File: src/rtl/mal_pkg.sv
package mal_pkg;

  // ==========================================================
  // Register map, byte addresses on the register bus
  // ==========================================================
  localparam int unsigned AXI_AW      = 8;
  localparam logic [7:0]  OFF_CMD     = 8'h00;
  localparam logic [7:0]  OFF_STATUS  = 8'h04;
  localparam logic [7:0]  OFF_WORK    = 8'h08;
  localparam logic [7:0]  OFF_PTR0    = 8'h0c;
  localparam logic [7:0]  OFF_PTR1    = 8'h10;
  localparam logic [7:0]  OFF_FADDR   = 8'h14;
  localparam logic [7:0]  OFF_FDATA   = 8'h18;

  // ==========================================================
  // Field positions and reset values
  // ==========================================================
  localparam int unsigned STATUS_BUSY_BIT = 8;
  localparam int unsigned CMD_W           = 25;
  localparam int unsigned FLAGS_W         = 3;
  localparam int unsigned PTR_LIT_W       = 6;
  localparam logic [7:0]  WORK_RST        = 8'h00;
  localparam logic [15:0] PTR_RST         = 16'h0000;
  localparam logic [6:0]  FADDR_RST       = 7'h00;
  localparam logic [1:0]  RESP_OKAY       = 2'b00;
  localparam logic [1:0]  RESP_SLVERR     = 2'b10;

  // ==========================================================
  // Operations, commands, flags and engine states
  // ==========================================================
  typedef enum logic [3:0] {
    OP_NOP        = 4'b0000,
    OP_PTR_ADD    = 4'b0001,  // pointer_literal_add
    OP_IMM_AND    = 4'b0010,  // immediate_and
    OP_IMM_ADD    = 4'b0011,  // immediate_add
    OP_FILE_AND   = 4'b0100,  // file_and
    OP_FILE_ADD   = 4'b0101,  // file_add
    OP_FILE_ADDC  = 4'b0110,  // file_add_with_bit_in
    OP_SHIFT      = 4'b0111,  // signed_right_shift
    OP_BIT_RESET  = 4'b1000   // single_bit_reset
  } mal_op_t;

  // Command word: op[3:0] dest[4] idx[7:5] faddr[14:8] spare[15] lit[23:16] psel[24]
  typedef struct packed {
    logic        psel;
    logic [7:0]  lit;
    logic        spare;
    logic [6:0]  faddr;
    logic [2:0]  idx;
    logic        dest;
    mal_op_t     op;
  } mal_cmd_t;

  // Status flags: c[0] half_byte_flag[1] z[2]
  typedef struct packed {
    logic z;
    logic dc;
    logic c;
  } mal_flags_t;

  typedef enum logic [1:0] {
    ST_IDLE  = 2'b00,
    ST_FETCH = 2'b01,
    ST_EXEC  = 2'b10
  } mal_state_t;

endpackage : mal_pkg

File: src/rtl/mal_add8.sv
// ==========================================================
// Byte adder with carry and half-byte carry out
// ==========================================================
module mal_add8 (
  input  wire logic [7:0] a,     // First operand
  input  wire logic [7:0] b,     // Second operand
  input  wire logic       cin,   // Carry in
  output logic      [7:0] sum,   // Byte sum
  output logic            cout,  // Carry out of bit 7
  output logic            hcout  // Carry out of bit 3
);

  logic [4:0] lo;
  logic [4:0] hi;

  // Two nibble adds expose the carry out of bit 3 directly
  assign lo    = {1'b0, a[3:0]} + {1'b0, b[3:0]} + {4'h0, cin};
  assign hi    = {1'b0, a[7:4]} + {1'b0, b[7:4]} + {4'h0, lo[4]};
  assign sum   = {hi[3:0], lo[3:0]};
  assign cout  = hi[4];
  assign hcout = lo[4];

endmodule : mal_add8

File: src/rtl/mal_fmem.sv
// ==========================================================
// File register memory, one write port, registered read
// ==========================================================
module mal_fmem #(
  parameter int unsigned DEPTH = 128,  // Number of file registers
  parameter int unsigned AW    = 7,    // Address width
  parameter int unsigned DW    = 8     // Data width
) (
  input  wire logic          clk,    // Clock
  input  wire logic          we,     // Write enable
  input  wire logic [AW-1:0] waddr,  // Write address
  input  wire logic [DW-1:0] wdata,  // Write data
  input  wire logic [AW-1:0] raddr,  // Read address
  output logic      [DW-1:0] rdata   // Read data, one cycle after raddr
);

  logic [DW-1:0] mem [DEPTH];

  // Array holds no reset so that it maps onto plain RAM
  always_ff @(posedge clk) begin
    if (we) begin
      mem[waddr] <= wdata;
    end
    rdata <= mem[raddr];
  end

endmodule : mal_fmem

File: src/rtl/mal_core.sv
// Summary of operation
// [RL1] Pointer add sign-extends a 6-bit literal (-32..31) onto the chosen one of two 16-bit pointer pairs, no flags.
// [RL2] The pointer sum wraps modulo 65536 in both directions and never saturates.
// [RL3] Immediate AND puts working register AND 8-bit literal into the working register, changing only zero.
// [RL4] Immediate add puts working register plus 8-bit literal into the working register, changing all three flags.
// [RL5] File AND combines the working register with file register 0..127, changing only zero.
// [RL6] For file operations destination 0 sends the result to the working register and 1 back to the file register.
// [RL7] File add adds working and file register into the chosen destination, changing carry, half-byte and zero.
// [RL8] Add with carry in sums working register, file register and carry into the destination, changing all flags.
// [RL9] Signed right shift moves bits 7..1 down, keeps bit 7, puts old bit 0 in carry, changes carry and zero.
// [RL10] Bit reset clears bit 0..7 of the file register and leaves other bits and all flags alone.
// [RL11] Adds set carry from bit 7, half-byte flag from bit 3, and zero exactly when the byte result is zero.
//
// The implementer's own choices: the AXI4-Lite register port and the address map.
module mal_core
  import mal_pkg::*;
(
  input  wire logic                      SYS_CLK,        // Core clock, 100 MHz
  input  wire logic                      RST,            // Asynchronous reset, active high
  input  wire logic [mal_pkg::AXI_AW-1:0] S_AXI_AWADDR,  // Write address
  input  wire logic                      S_AXI_AWVALID,  // Write address valid
  output logic                           S_AXI_AWREADY,  // Write address ready
  input  wire logic [31:0]               S_AXI_WDATA,    // Write data
  input  wire logic [3:0]                S_AXI_WSTRB,    // Write byte lanes
  input  wire logic                      S_AXI_WVALID,   // Write data valid
  output logic                           S_AXI_WREADY,   // Write data ready
  output logic [1:0]                     S_AXI_BRESP,    // Write response
  output logic                           S_AXI_BVALID,   // Write response valid
  input  wire logic                      S_AXI_BREADY,   // Write response ready
  input  wire logic [mal_pkg::AXI_AW-1:0] S_AXI_ARADDR,  // Read address
  input  wire logic                      S_AXI_ARVALID,  // Read address valid
  output logic                           S_AXI_ARREADY,  // Read address ready
  output logic [31:0]                    S_AXI_RDATA,    // Read data
  output logic [1:0]                     S_AXI_RRESP,    // Read response
  output logic                           S_AXI_RVALID,   // Read data valid
  input  wire logic                      S_AXI_RREADY    // Read data ready
);

  import mal_pkg::*;

  // ==========================================================
  // Declarations
  // ==========================================================
  mal_state_t      state;
  mal_state_t      next_state;
  mal_cmd_t        cmd;
  mal_flags_t      flags;
  logic [7:0]      work;
  logic [15:0]     ptr0;
  logic [15:0]     ptr1;
  logic [6:0]      faddr_sw;
  logic            aw_full;
  logic            w_full;
  logic [AXI_AW-1:0] aw_addr;
  logic [31:0]     w_data;
  logic [3:0]      w_strb;
  logic            next_aw_full;
  logic            next_w_full;
  logic            next_bvalid;
  logic            next_rvalid;
  logic            aw_take;
  logic            w_take;
  logic            ar_take;
  logic            do_write;
  logic            busy;
  logic            exec;
  logic [7:0]      wr_off;
  logic [7:0]      rd_off;
  logic            wr_cmd;
  logic            wr_status;
  logic            wr_work;
  logic            wr_ptr0;
  logic            wr_ptr1;
  logic            wr_faddr;
  logic            wr_fdata;
  logic            wr_hit;
  logic            wr_refused;
  logic            rd_hit;
  logic [31:0]     rd_word;
  logic [31:0]     m_cmd;
  logic [31:0]     m_status;
  logic [31:0]     m_work;
  logic [31:0]     m_ptr0;
  logic [31:0]     m_ptr1;
  logic [31:0]     m_faddr;
  logic [31:0]     m_fdata;
  logic [7:0]      fmem_q;
  logic            fmem_we;
  logic [6:0]      fmem_waddr;
  logic [7:0]      fmem_wdata;
  logic [6:0]      fmem_raddr;
  logic            imm_op;
  logic [7:0]      add_b;
  logic            add_cin;
  logic [7:0]      add_sum;
  logic            add_c;
  logic            add_dc;
  logic [15:0]     ptr_cur;
  logic [15:0]     ptr_sum;
  logic [7:0]      res;
  logic            to_w;
  logic            to_file;
  logic            upd_c;
  logic            upd_dc;
  logic            upd_z;
  logic            new_c;
  logic            new_dc;

  // Byte-lane merge of a bus write onto the current register value
  function automatic logic [31:0] lane_merge(input logic [31:0] old, input logic [31:0] nw,
                                             input logic [3:0] strb);
    logic [31:0] r;
    r = old;
    for (int i = 0; i < 4; i++) begin
      if (strb[i]) begin
        r[i*8 +: 8] = nw[i*8 +: 8];
      end
    end
    return r;
  endfunction : lane_merge

  // ==========================================================
  // Bus handshake decode
  // ==========================================================
  assign aw_take      = S_AXI_AWVALID & S_AXI_AWREADY;
  assign w_take       = S_AXI_WVALID & S_AXI_WREADY;
  assign ar_take      = S_AXI_ARVALID & S_AXI_ARREADY;
  assign do_write     = aw_full & w_full;
  assign next_aw_full = (aw_full & ~do_write) | aw_take;
  assign next_w_full  = (w_full & ~do_write) | w_take;
  assign next_bvalid  = do_write | (S_AXI_BVALID & ~S_AXI_BREADY);
  assign next_rvalid  = ar_take | (S_AXI_RVALID & ~S_AXI_RREADY);

  // Address and data may arrive in either order; each is held until both are in
  always_ff @(posedge SYS_CLK or posedge RST) begin
    if (RST) begin
      aw_full <= 1'b0;
      w_full  <= 1'b0;
      aw_addr <= '0;
      w_data  <= 32'h0000_0000;
      w_strb  <= 4'h0;
    end else begin
      aw_full <= next_aw_full;
      w_full  <= next_w_full;
      if (aw_take) aw_addr <= S_AXI_AWADDR;
      if (w_take) w_data <= S_AXI_WDATA;
      if (w_take) w_strb <= S_AXI_WSTRB;
    end
  end

  // Ready and valid outputs are registered from their next values
  always_ff @(posedge SYS_CLK or posedge RST) begin
    if (RST) begin
      S_AXI_AWREADY <= 1'b0;
      S_AXI_WREADY  <= 1'b0;
      S_AXI_BVALID  <= 1'b0;
      S_AXI_ARREADY <= 1'b0;
      S_AXI_RVALID  <= 1'b0;
    end else begin
      S_AXI_AWREADY <= ~next_aw_full & ~next_bvalid;
      S_AXI_WREADY  <= ~next_w_full & ~next_bvalid;
      S_AXI_BVALID  <= next_bvalid;
      S_AXI_ARREADY <= ~next_rvalid;
      S_AXI_RVALID  <= next_rvalid;
    end
  end

  // ==========================================================
  // Register decode
  // ==========================================================
  assign wr_off     = {aw_addr[7:2], 2'b00};
  assign rd_off     = {S_AXI_ARADDR[7:2], 2'b00};
  assign busy       = (state != ST_IDLE);
  assign exec       = (state == ST_EXEC);
  assign wr_hit     = (wr_off == OFF_CMD) | (wr_off == OFF_STATUS) | (wr_off == OFF_WORK) |
                      (wr_off == OFF_PTR0) | (wr_off == OFF_PTR1) | (wr_off == OFF_FADDR) |
                      (wr_off == OFF_FDATA);
  // Writes that would race the engine are refused rather than merged
  assign wr_refused = busy & (wr_off != OFF_FADDR);
  assign wr_cmd     = do_write & ~busy & (wr_off == OFF_CMD);
  assign wr_status  = do_write & ~busy & (wr_off == OFF_STATUS);
  assign wr_work    = do_write & ~busy & (wr_off == OFF_WORK);
  assign wr_ptr0    = do_write & ~busy & (wr_off == OFF_PTR0);
  assign wr_ptr1    = do_write & ~busy & (wr_off == OFF_PTR1);
  assign wr_faddr   = do_write & (wr_off == OFF_FADDR);
  assign wr_fdata   = do_write & ~busy & (wr_off == OFF_FDATA);

  assign m_cmd    = {{(32-CMD_W){1'b0}}, cmd};
  assign m_status = {23'h000000, busy, 5'h00, flags};
  assign m_work   = {24'h000000, work};
  assign m_ptr0   = {16'h0000, ptr0};
  assign m_ptr1   = {16'h0000, ptr1};
  assign m_faddr  = {25'h0000000, faddr_sw};
  assign m_fdata  = {24'h000000, fmem_q};
  assign rd_hit   = (rd_off == OFF_CMD) | (rd_off == OFF_STATUS) | (rd_off == OFF_WORK) |
                    (rd_off == OFF_PTR0) | (rd_off == OFF_PTR1) | (rd_off == OFF_FADDR) |
                    (rd_off == OFF_FDATA);
  assign rd_word  = (rd_off == OFF_CMD)    ? m_cmd    :
                    (rd_off == OFF_STATUS) ? m_status :
                    (rd_off == OFF_WORK)   ? m_work   :
                    (rd_off == OFF_PTR0)   ? m_ptr0   :
                    (rd_off == OFF_PTR1)   ? m_ptr1   :
                    (rd_off == OFF_FADDR)  ? m_faddr  :
                    (rd_off == OFF_FDATA)  ? m_fdata  : 32'h0000_0000;

  // Read data is captured on the accepting edge, the write response on the edge after both halves are in; both held until taken
  always_ff @(posedge SYS_CLK or posedge RST) begin
    if (RST) begin
      S_AXI_BRESP <= RESP_OKAY;
      S_AXI_RDATA <= 32'h0000_0000;
      S_AXI_RRESP <= RESP_OKAY;
    end else begin
      if (do_write) S_AXI_BRESP <= (wr_hit & ~wr_refused) ? RESP_OKAY : RESP_SLVERR;
      if (ar_take) S_AXI_RDATA <= rd_word;
      if (ar_take) S_AXI_RRESP <= rd_hit ? RESP_OKAY : RESP_SLVERR;
    end
  end

  // ==========================================================
  // Operation engine
  // ==========================================================
  // Every command takes the fetch step so the file byte is ready in the execute step
  always_comb begin
    case (state)
      ST_IDLE:  next_state = wr_cmd ? ST_FETCH : ST_IDLE;
      ST_FETCH: next_state = ST_EXEC;
      ST_EXEC:  next_state = ST_IDLE;
      default:  next_state = ST_IDLE;
    endcase
  end

  always_ff @(posedge SYS_CLK or posedge RST) begin
    if (RST) begin
      state <= ST_IDLE;
    end else begin
      state <= next_state;
    end
  end

  // Operand selection for the shared adder
  assign imm_op  = (cmd.op == OP_IMM_ADD) | (cmd.op == OP_IMM_AND);
  assign add_b   = imm_op ? cmd.lit : fmem_q;
  assign add_cin = (cmd.op == OP_FILE_ADDC) & flags.c;  // [RL8]
  assign ptr_cur = cmd.psel ? ptr1 : ptr0;  // [RL1]
  // A 16-bit sum drops the carry, so the pointer wraps both ways
  assign ptr_sum = ptr_cur + {{(16-PTR_LIT_W){cmd.lit[PTR_LIT_W-1]}}, cmd.lit[PTR_LIT_W-1:0]};  // [RL1] [RL2]

  mal_add8 u_add (
    .a     (work),
    .b     (add_b),
    .cin   (add_cin),
    .sum   (add_sum),
    .cout  (add_c),
    .hcout (add_dc)
  );

  // Result and flag selection per operation
  always_comb begin
    res     = 8'h00;
    to_w    = 1'b0;
    to_file = 1'b0;
    upd_c   = 1'b0;
    upd_dc  = 1'b0;
    upd_z   = 1'b0;
    new_c   = add_c;   // [RL11]
    new_dc  = add_dc;  // [RL11]
    case (cmd.op)
      OP_IMM_AND: begin
        res   = work & cmd.lit;  // [RL3]
        to_w  = 1'b1;
        upd_z = 1'b1;
      end
      OP_IMM_ADD: begin
        res    = add_sum;  // [RL4]
        to_w   = 1'b1;
        upd_c  = 1'b1;
        upd_dc = 1'b1;
        upd_z  = 1'b1;
      end
      OP_FILE_AND: begin
        res     = work & fmem_q;  // [RL5]
        to_w    = ~cmd.dest;      // [RL6]
        to_file = cmd.dest;
        upd_z   = 1'b1;
      end
      OP_FILE_ADD, OP_FILE_ADDC: begin
        res     = add_sum;    // [RL7] [RL8]
        to_w    = ~cmd.dest;  // [RL6]
        to_file = cmd.dest;
        upd_c   = 1'b1;
        upd_dc  = 1'b1;
        upd_z   = 1'b1;
      end
      OP_SHIFT: begin
        res     = {fmem_q[7], fmem_q[7:1]};  // [RL9]
        new_c   = fmem_q[0];                 // [RL9]
        to_w    = ~cmd.dest;                 // [RL6]
        to_file = cmd.dest;
        upd_c   = 1'b1;
        upd_z   = 1'b1;
      end
      OP_BIT_RESET: begin
        res     = fmem_q & ~(8'h01 << cmd.idx);  // [RL10]
        to_file = 1'b1;
      end
      default: begin
        res = 8'h00;
      end
    endcase
  end

  // Working register, flags and pointers; bus writes only land while idle
  always_ff @(posedge SYS_CLK or posedge RST) begin
    if (RST) begin
      cmd   <= '0;
      work  <= WORK_RST;
      flags <= '0;
      ptr0  <= PTR_RST;
      ptr1  <= PTR_RST;
    end else begin
      // Size casts drop the bus bits above each register's width
      if (wr_cmd) cmd <= mal_cmd_t'(CMD_W'(lane_merge(m_cmd, w_data, w_strb)));
      if (wr_work) work <= 8'(lane_merge(m_work, w_data, w_strb));
      if (wr_status) flags <= mal_flags_t'(w_data[FLAGS_W-1:0] & {FLAGS_W{w_strb[0]}} |
                                           flags & {FLAGS_W{~w_strb[0]}});
      if (wr_ptr0) ptr0 <= 16'(lane_merge(m_ptr0, w_data, w_strb));
      if (wr_ptr1) ptr1 <= 16'(lane_merge(m_ptr1, w_data, w_strb));
      if (exec & to_w) work <= res;  // [RL6]
      if (exec & upd_c) flags.c <= new_c;
      if (exec & upd_dc) flags.dc <= new_dc;
      if (exec & upd_z) flags.z <= (res == 8'h00);  // [RL11]
      if (exec & (cmd.op == OP_PTR_ADD) & ~cmd.psel) ptr0 <= ptr_sum;  // [RL1]
      if (exec & (cmd.op == OP_PTR_ADD) & cmd.psel) ptr1 <= ptr_sum;   // [RL1]
    end
  end

  // Software file window address
  always_ff @(posedge SYS_CLK or posedge RST) begin
    if (RST) begin
      faddr_sw <= FADDR_RST;
    end else if (wr_faddr & w_strb[0]) begin
      faddr_sw <= w_data[6:0];
    end
  end

  // ==========================================================
  // File register memory
  // ==========================================================
  assign fmem_raddr = (state == ST_FETCH) ? cmd.faddr : faddr_sw;
  assign fmem_we    = (exec & to_file) | (wr_fdata & w_strb[0]);  // [RL6]
  assign fmem_waddr = exec ? cmd.faddr : faddr_sw;
  assign fmem_wdata = exec ? res : w_data[7:0];

  mal_fmem #(
    .DEPTH (128),
    .AW    (7),
    .DW    (8)
  ) u_fmem (
    .clk   (SYS_CLK),
    .we    (fmem_we),
    .waddr (fmem_waddr),
    .wdata (fmem_wdata),
    .raddr (fmem_raddr),
    .rdata (fmem_q)
  );

endmodule : mal_core

File: config.mk
export PLATFORM = sky130hd
export DESIGN_NAME = mal_core
export DESIGN_NICKNAME = d
export VERILOG_FILES = /design/src/rtl/mal_pkg.sv /design/src/rtl/mal_add8.sv /design/src/rtl/mal_fmem.sv /design/src/rtl/mal_core.sv
export SDC_FILE = /design/constraint.sdc
export NUM_CORES = 2
export LEC_CHECK = 0
export ABC_AREA = 1
export BUFFER_PORTS_ARGS = -buffer_cell sky130_fd_sc_hd__buf_2
export CAP_MARGIN = 20
export CORE_MARGIN = 2
export CORE_UTILIZATION = 25
export CTS_CLUSTER_SIZE = 16
export DETAILED_ROUTE_END_ITERATION = 12
export GPL_TIMING_DRIVEN = 0
export PLACE_DENSITY = 0.47
export SYNTH_ARGS = -nofsm -noshare
export SYNTH_HDL_FRONTEND = slang
export SYNTH_SLANG_ARGS = --single-unit
File: constraint.sdc
create_clock -name SYS_CLK -period 10.05 [get_ports SYS_CLK]
set_input_delay 2.01 -clock SYS_CLK [delete_from_list [all_inputs] [get_ports SYS_CLK]]
set_output_delay 2.01 -clock SYS_CLK [all_outputs]
set_load 0.03 [all_outputs]
==> flow_summary_export.csv <==
group,metric,value,unit
routing,route.detailed.drc,0,
sta,fin_skew,0.0761,ns
placement,dp_cells,8579,
worst_setup_path,critical_path_arrival,6.61,ns
routing,drt-total-wl,204000,µm
routing,ant_nets,0,
floorplan,core_area,215000,µm²
global_routing,grt_remaining_overflow,0,
sta,fin_setup_tns,0,ns
worst_setup_path,critPathLaunchType,"flip-flop",
routing,num_vias,40947,
synthesis,syn_area_per_cell,9.66,µm²
worst_setup_path,critPathRequiredTime,10.66,ns
worst_setup_path,path_delay_family,"adder cells",
synthesis,yosysWarnings,0,
layout,final_cells,8815,
sta,fin_crit,6.00,ns
global_routing,grt_max_degree,92,
worst_setup_path,crit_type,"reg2reg",
min_path,hold_class,"reg2reg",
power_and_ir_drop,leakage,26.8,nW
power_and_ir_drop,comb_power_share,0.251,
sta,finalSetupViolCount,0,
layout,area_growth,16.6,%
clock_tree,clock_latency,0.80,ns
global_routing,first_global_vias,38491,
worst_setup_path,crit_slowest_cell,"o21ai_4",
worst_setup_path,cp_common_cell,"fa_1",
layout,drive_gt1_frac,0.0981,
sta,max_freq,167,MHz
synthesis,yosys_most_used_dff,"edfxtp_1",
routing,dr.pass1.iters,6,
power_and_ir_drop,internal-power,9.38,mW
job,maxCapViolCount,0,
layout,nets,5957,
floorplan,die_h,469,µm
clock_tree,cts_tree,"built",
worst_setup_path,path_buf_inv,6,
placement,io_buffers,79,
synthesis,seq_area_frac_synth,0.639,
worst_setup_path,cp_cell_sequence,"nor2_1 -> inv_1 -> nor2_2 -> clkbuf_1 -> o21ai_0 -> fa_1 -> fa_1 -> a21oi_1 -> o21bai_1 -> fa_1 -> fa_1 -> nand2_1 -> inv_1 -> nor2_1 -> nand2_1 -> nand3_1 -> a21oi_1 -> o21ai_4 -> buf_12 -> buf_16 -> buf_12",
routing,vias_per_cell,4.65,
sta,relSlewSlack,0.188,
floorplan,std_cell_rows,170,
synthesis,syn_inst,5602,
worst_setup_path,slowest_delay,0.73,ns
global_routing,grt_pass1_wl,286000,µm
clock_tree,cts_max_level,3,
power_and_ir_drop,powerDensity,225,nW/µm²
worst_setup_path,critPathCaptureType,"flip-flop",
floorplan,ios,100,
global_routing,gr-usage-all-layers,0.179,
routing,drt_iter0_drc,4716,
routing,wl_per_cell,23.1,µm
placement,place.gp.congestion,0.926,
synthesis,ys_ff_latch,1178,
power_and_ir_drop,seqPwrFrac,0.434,
power_and_ir_drop,swShare,0.340,
sta,whs,0.461,ns
floorplan,dieArea,220000,µm²
clock_tree,cts.repair.resized,0,
worst_setup_path,crit_fanout,28,
synthesis,synth_edf_count,1024,
sta,finalHoldViolCount,0,
clock_tree,cts_root_buf,"clkbuf_16",
power_and_ir_drop,p_clk_frac,0.315,
outcome,status,"completed",
sta,worst_slew_pin_slew,1.22,ns
clock_tree,cts_max_path_buffers,3,
power_and_ir_drop,p_total,14.2,mW
layout,final_util,0.294,
clock_tree,post_cts_buffers,0,
power_and_ir_drop,ir_drop,0.150,mV
synthesis,async_reset_ff_frac,0.124,
sta,finalCritPeriodShare,0.597,
sta,rsz0062_at_grt,"false",
global_routing,antenna_found_initial,2,
clock_tree,postCtsHoldBufs,0,
synthesis,netlist_area,54100,µm²
synthesis,synth_cell_types,58,
clock_tree,cts_buffers,120,
floorplan,start_util,0.252,
clock_tree,tritoncts_num_sinks,1178,
floorplan,dieWidth,469,µm
power_and_ir_drop,p_sw,4.83,mW
placement,post-dp-hpwl,145000,µm
clock_tree,path_clk_slew,0.07,ns
sta,slew_viol_final,0,
[per-stage QoR]
stage	area (µm²)	setup slack [ns]
floorplan	54200	0.386
global placement	58100	-9.92
detailed placement	59200	4.19
CTS	63000	4.15
global route	63100	3.80
finish	63100	4.05
[state kept, by name (all words and copies together) (netlist names), named ones only]
register / count
ptr1: 16
state: 2
w_data: 25
S_AXI_BRESP: 1
u_fmem.rdata: 8
S_AXI_RRESP: 1
work: 8
ptr0: 16
u_fmem.mem: 1024
S_AXI_RVALID: 1
S_AXI_WREADY: 1
w_full: 1
aw_full: 1
faddr_sw: 7
cmd: 25
w_strb: 4
S_AXI_ARREADY: 1
aw_addr: 6
S_AXI_BVALID: 1
S_AXI_AWREADY: 1
S_AXI_RDATA: 25
[worst register-to-register path, cell delays in order, from the launching register on]
cell and delay (ns):
dfrtp_1 0.43, nor2_1 0.21, inv_1 0.10, nor2_2 0.31, clkbuf_1 0.42, o21ai_0 0.17, fa_1 0.44, fa_1 0.46
a21oi_1 0.17, o21bai_1 0.20, fa_1 0.54, fa_1 0.45, nand2_1 0.07, inv_1 0.04, nor2_1 0.08, nand2_1 0.06
nand3_1 0.09, a21oi_1 0.12, o21ai_4 0.74, buf_12 0.28, buf_16 0.23, buf_12 0.22
[layer usage]
layer / vias to the layer above / wire length, µm / global-route usage
li1: 18732 / - / -
met1: 20008 / 84300 / 0.236
met2: 1820 / 94500 / 0.292
met3: 385 / 15700 / 0.0278
met4: 2 / 9100 / 0.0793
met5: - / 20 / 0
[power by group through the flow]
stage / combinational, mW / sequential (mW) / clock, mW
detailed placement: 3.52 / 6.27 / 0
finish: 3.57 / 6.17 / 4.47
global placement: 3.12 / 6.95 / 0
CTS: 3.53 / 6.17 / 4.53
floorplan: 1.55 / 6.49 / 0
global route: 3.75 / 6.18 / 4.71
[cell type report]
| cell class | count | area (µm²) |
|---|---|---|
| multi-input cells | 3055 | 14100 |
| flip-flops and latches | 1178 | 34600 |
| repair buffers | 140 | 1460 |
| well taps | 2838 | 3550 |
| inverters | 1107 | 4160 |
| clock inverters | 70 | 653 |
| clock buffers | 154 | 3170 |
| fillers | 22348 | 152000 |
| plain buffers | 270 | 1440 |
| diodes | 3 | 7.51 |
[Yosys cell counts (all sizes together) (5+ instances only)]
cell type / n / share of area
mux2: 15 / 0.0031
o21ai: 129 / 0.012
ha: 21 / 0.0049
or2: 5 / 0.00058
o2111ai: 10 / 0.0016
dfrtp: 146 / 0.067
nor3: 12 / 0.0015
a22oi: 10 / 0.0014
fa: 5 / 0.0018
dfxtp: 8 / 0.0030
clkbuf: 34 / 0.0024
o22ai: 11 / 0.0013
o221ai: 16 / 0.0026
buf: 236 / 0.024
inv: 1105 / 0.077
xor2: 8 / 0.0013
nor2: 218 / 0.016
nand2: 1396 / 0.098
edfxtp: 1024 / 0.57
a21oi: 47 / 0.0043
nand4: 9 / 0.0010
nand3: 1097 / 0.10
[worst paths after layout]
check | start | to | slack [ns] | cells past startpoint
max in group asynchronous | RST | ptr0[13] | 7.87 | 3
max | cmd[3] | u_fmem.mem[38][6] | 4.05 | 21
min | S_AXI_RVALID | S_AXI_ARREADY | 0.46 | 1
max reg2reg | cmd[3] | u_fmem.mem[38][6] | 4.05 | 21
min reg2reg | S_AXI_RVALID | S_AXI_ARREADY | 0.46 | 1
min in group asynchronous | RST | async pin | 1.32 | 2
[layout by cell type, fill, tap and decap left out, types with 9 or more instances in the layout]
cell type / netlist / layout
nor3_1: 10 / 10
buf_4: 42 / 48
a22oi_1: 10 / 10
nand3_1: 1096 / 1096
edfxtp_1: 1024 / 1024
o21ai_0: 118 / 110
nor2_1: 215 / 215
inv_1: 1097 / 1096
o22ai_1: 11 / 11
buf_16: 0 / 11
nand2_1: 1390 / 1390
o221ai_1: 16 / 16
clkinv_1: 2 / 30
bufinv_16: 0 / 9
nand4_1: 9 / 9
clkbuf_16: 0 / 121
clkbuf_1: 34 / 65
dfrtp_1: 146 / 146
buf_12: 0 / 25
buf_2: 181 / 260
ha_1: 21 / 21
clkinv_2: 0 / 22
a21oi_1: 47 / 47
buf_6: 5 / 22
o2111ai_1: 10 / 10
mux2_2: 11 / 11
conb_1: 1 / 9
[kinds of logic (layout without fill, tap and decap cells)]
group           count (synthesis)  after routing  synth area share
compound gates                252            252            0.0278
xor+xnor                       12             12           0.00194
fa+ha+maj                      26             26           0.00670
buf+inv                      1377           1741             0.103
flops                        1178           1178             0.639
mux                            15             15           0.00312
other cells                     1             12         0.0000693
simple gates                 2741           2741             0.218
No activity file was read; power rests on OpenSTA's default activity.
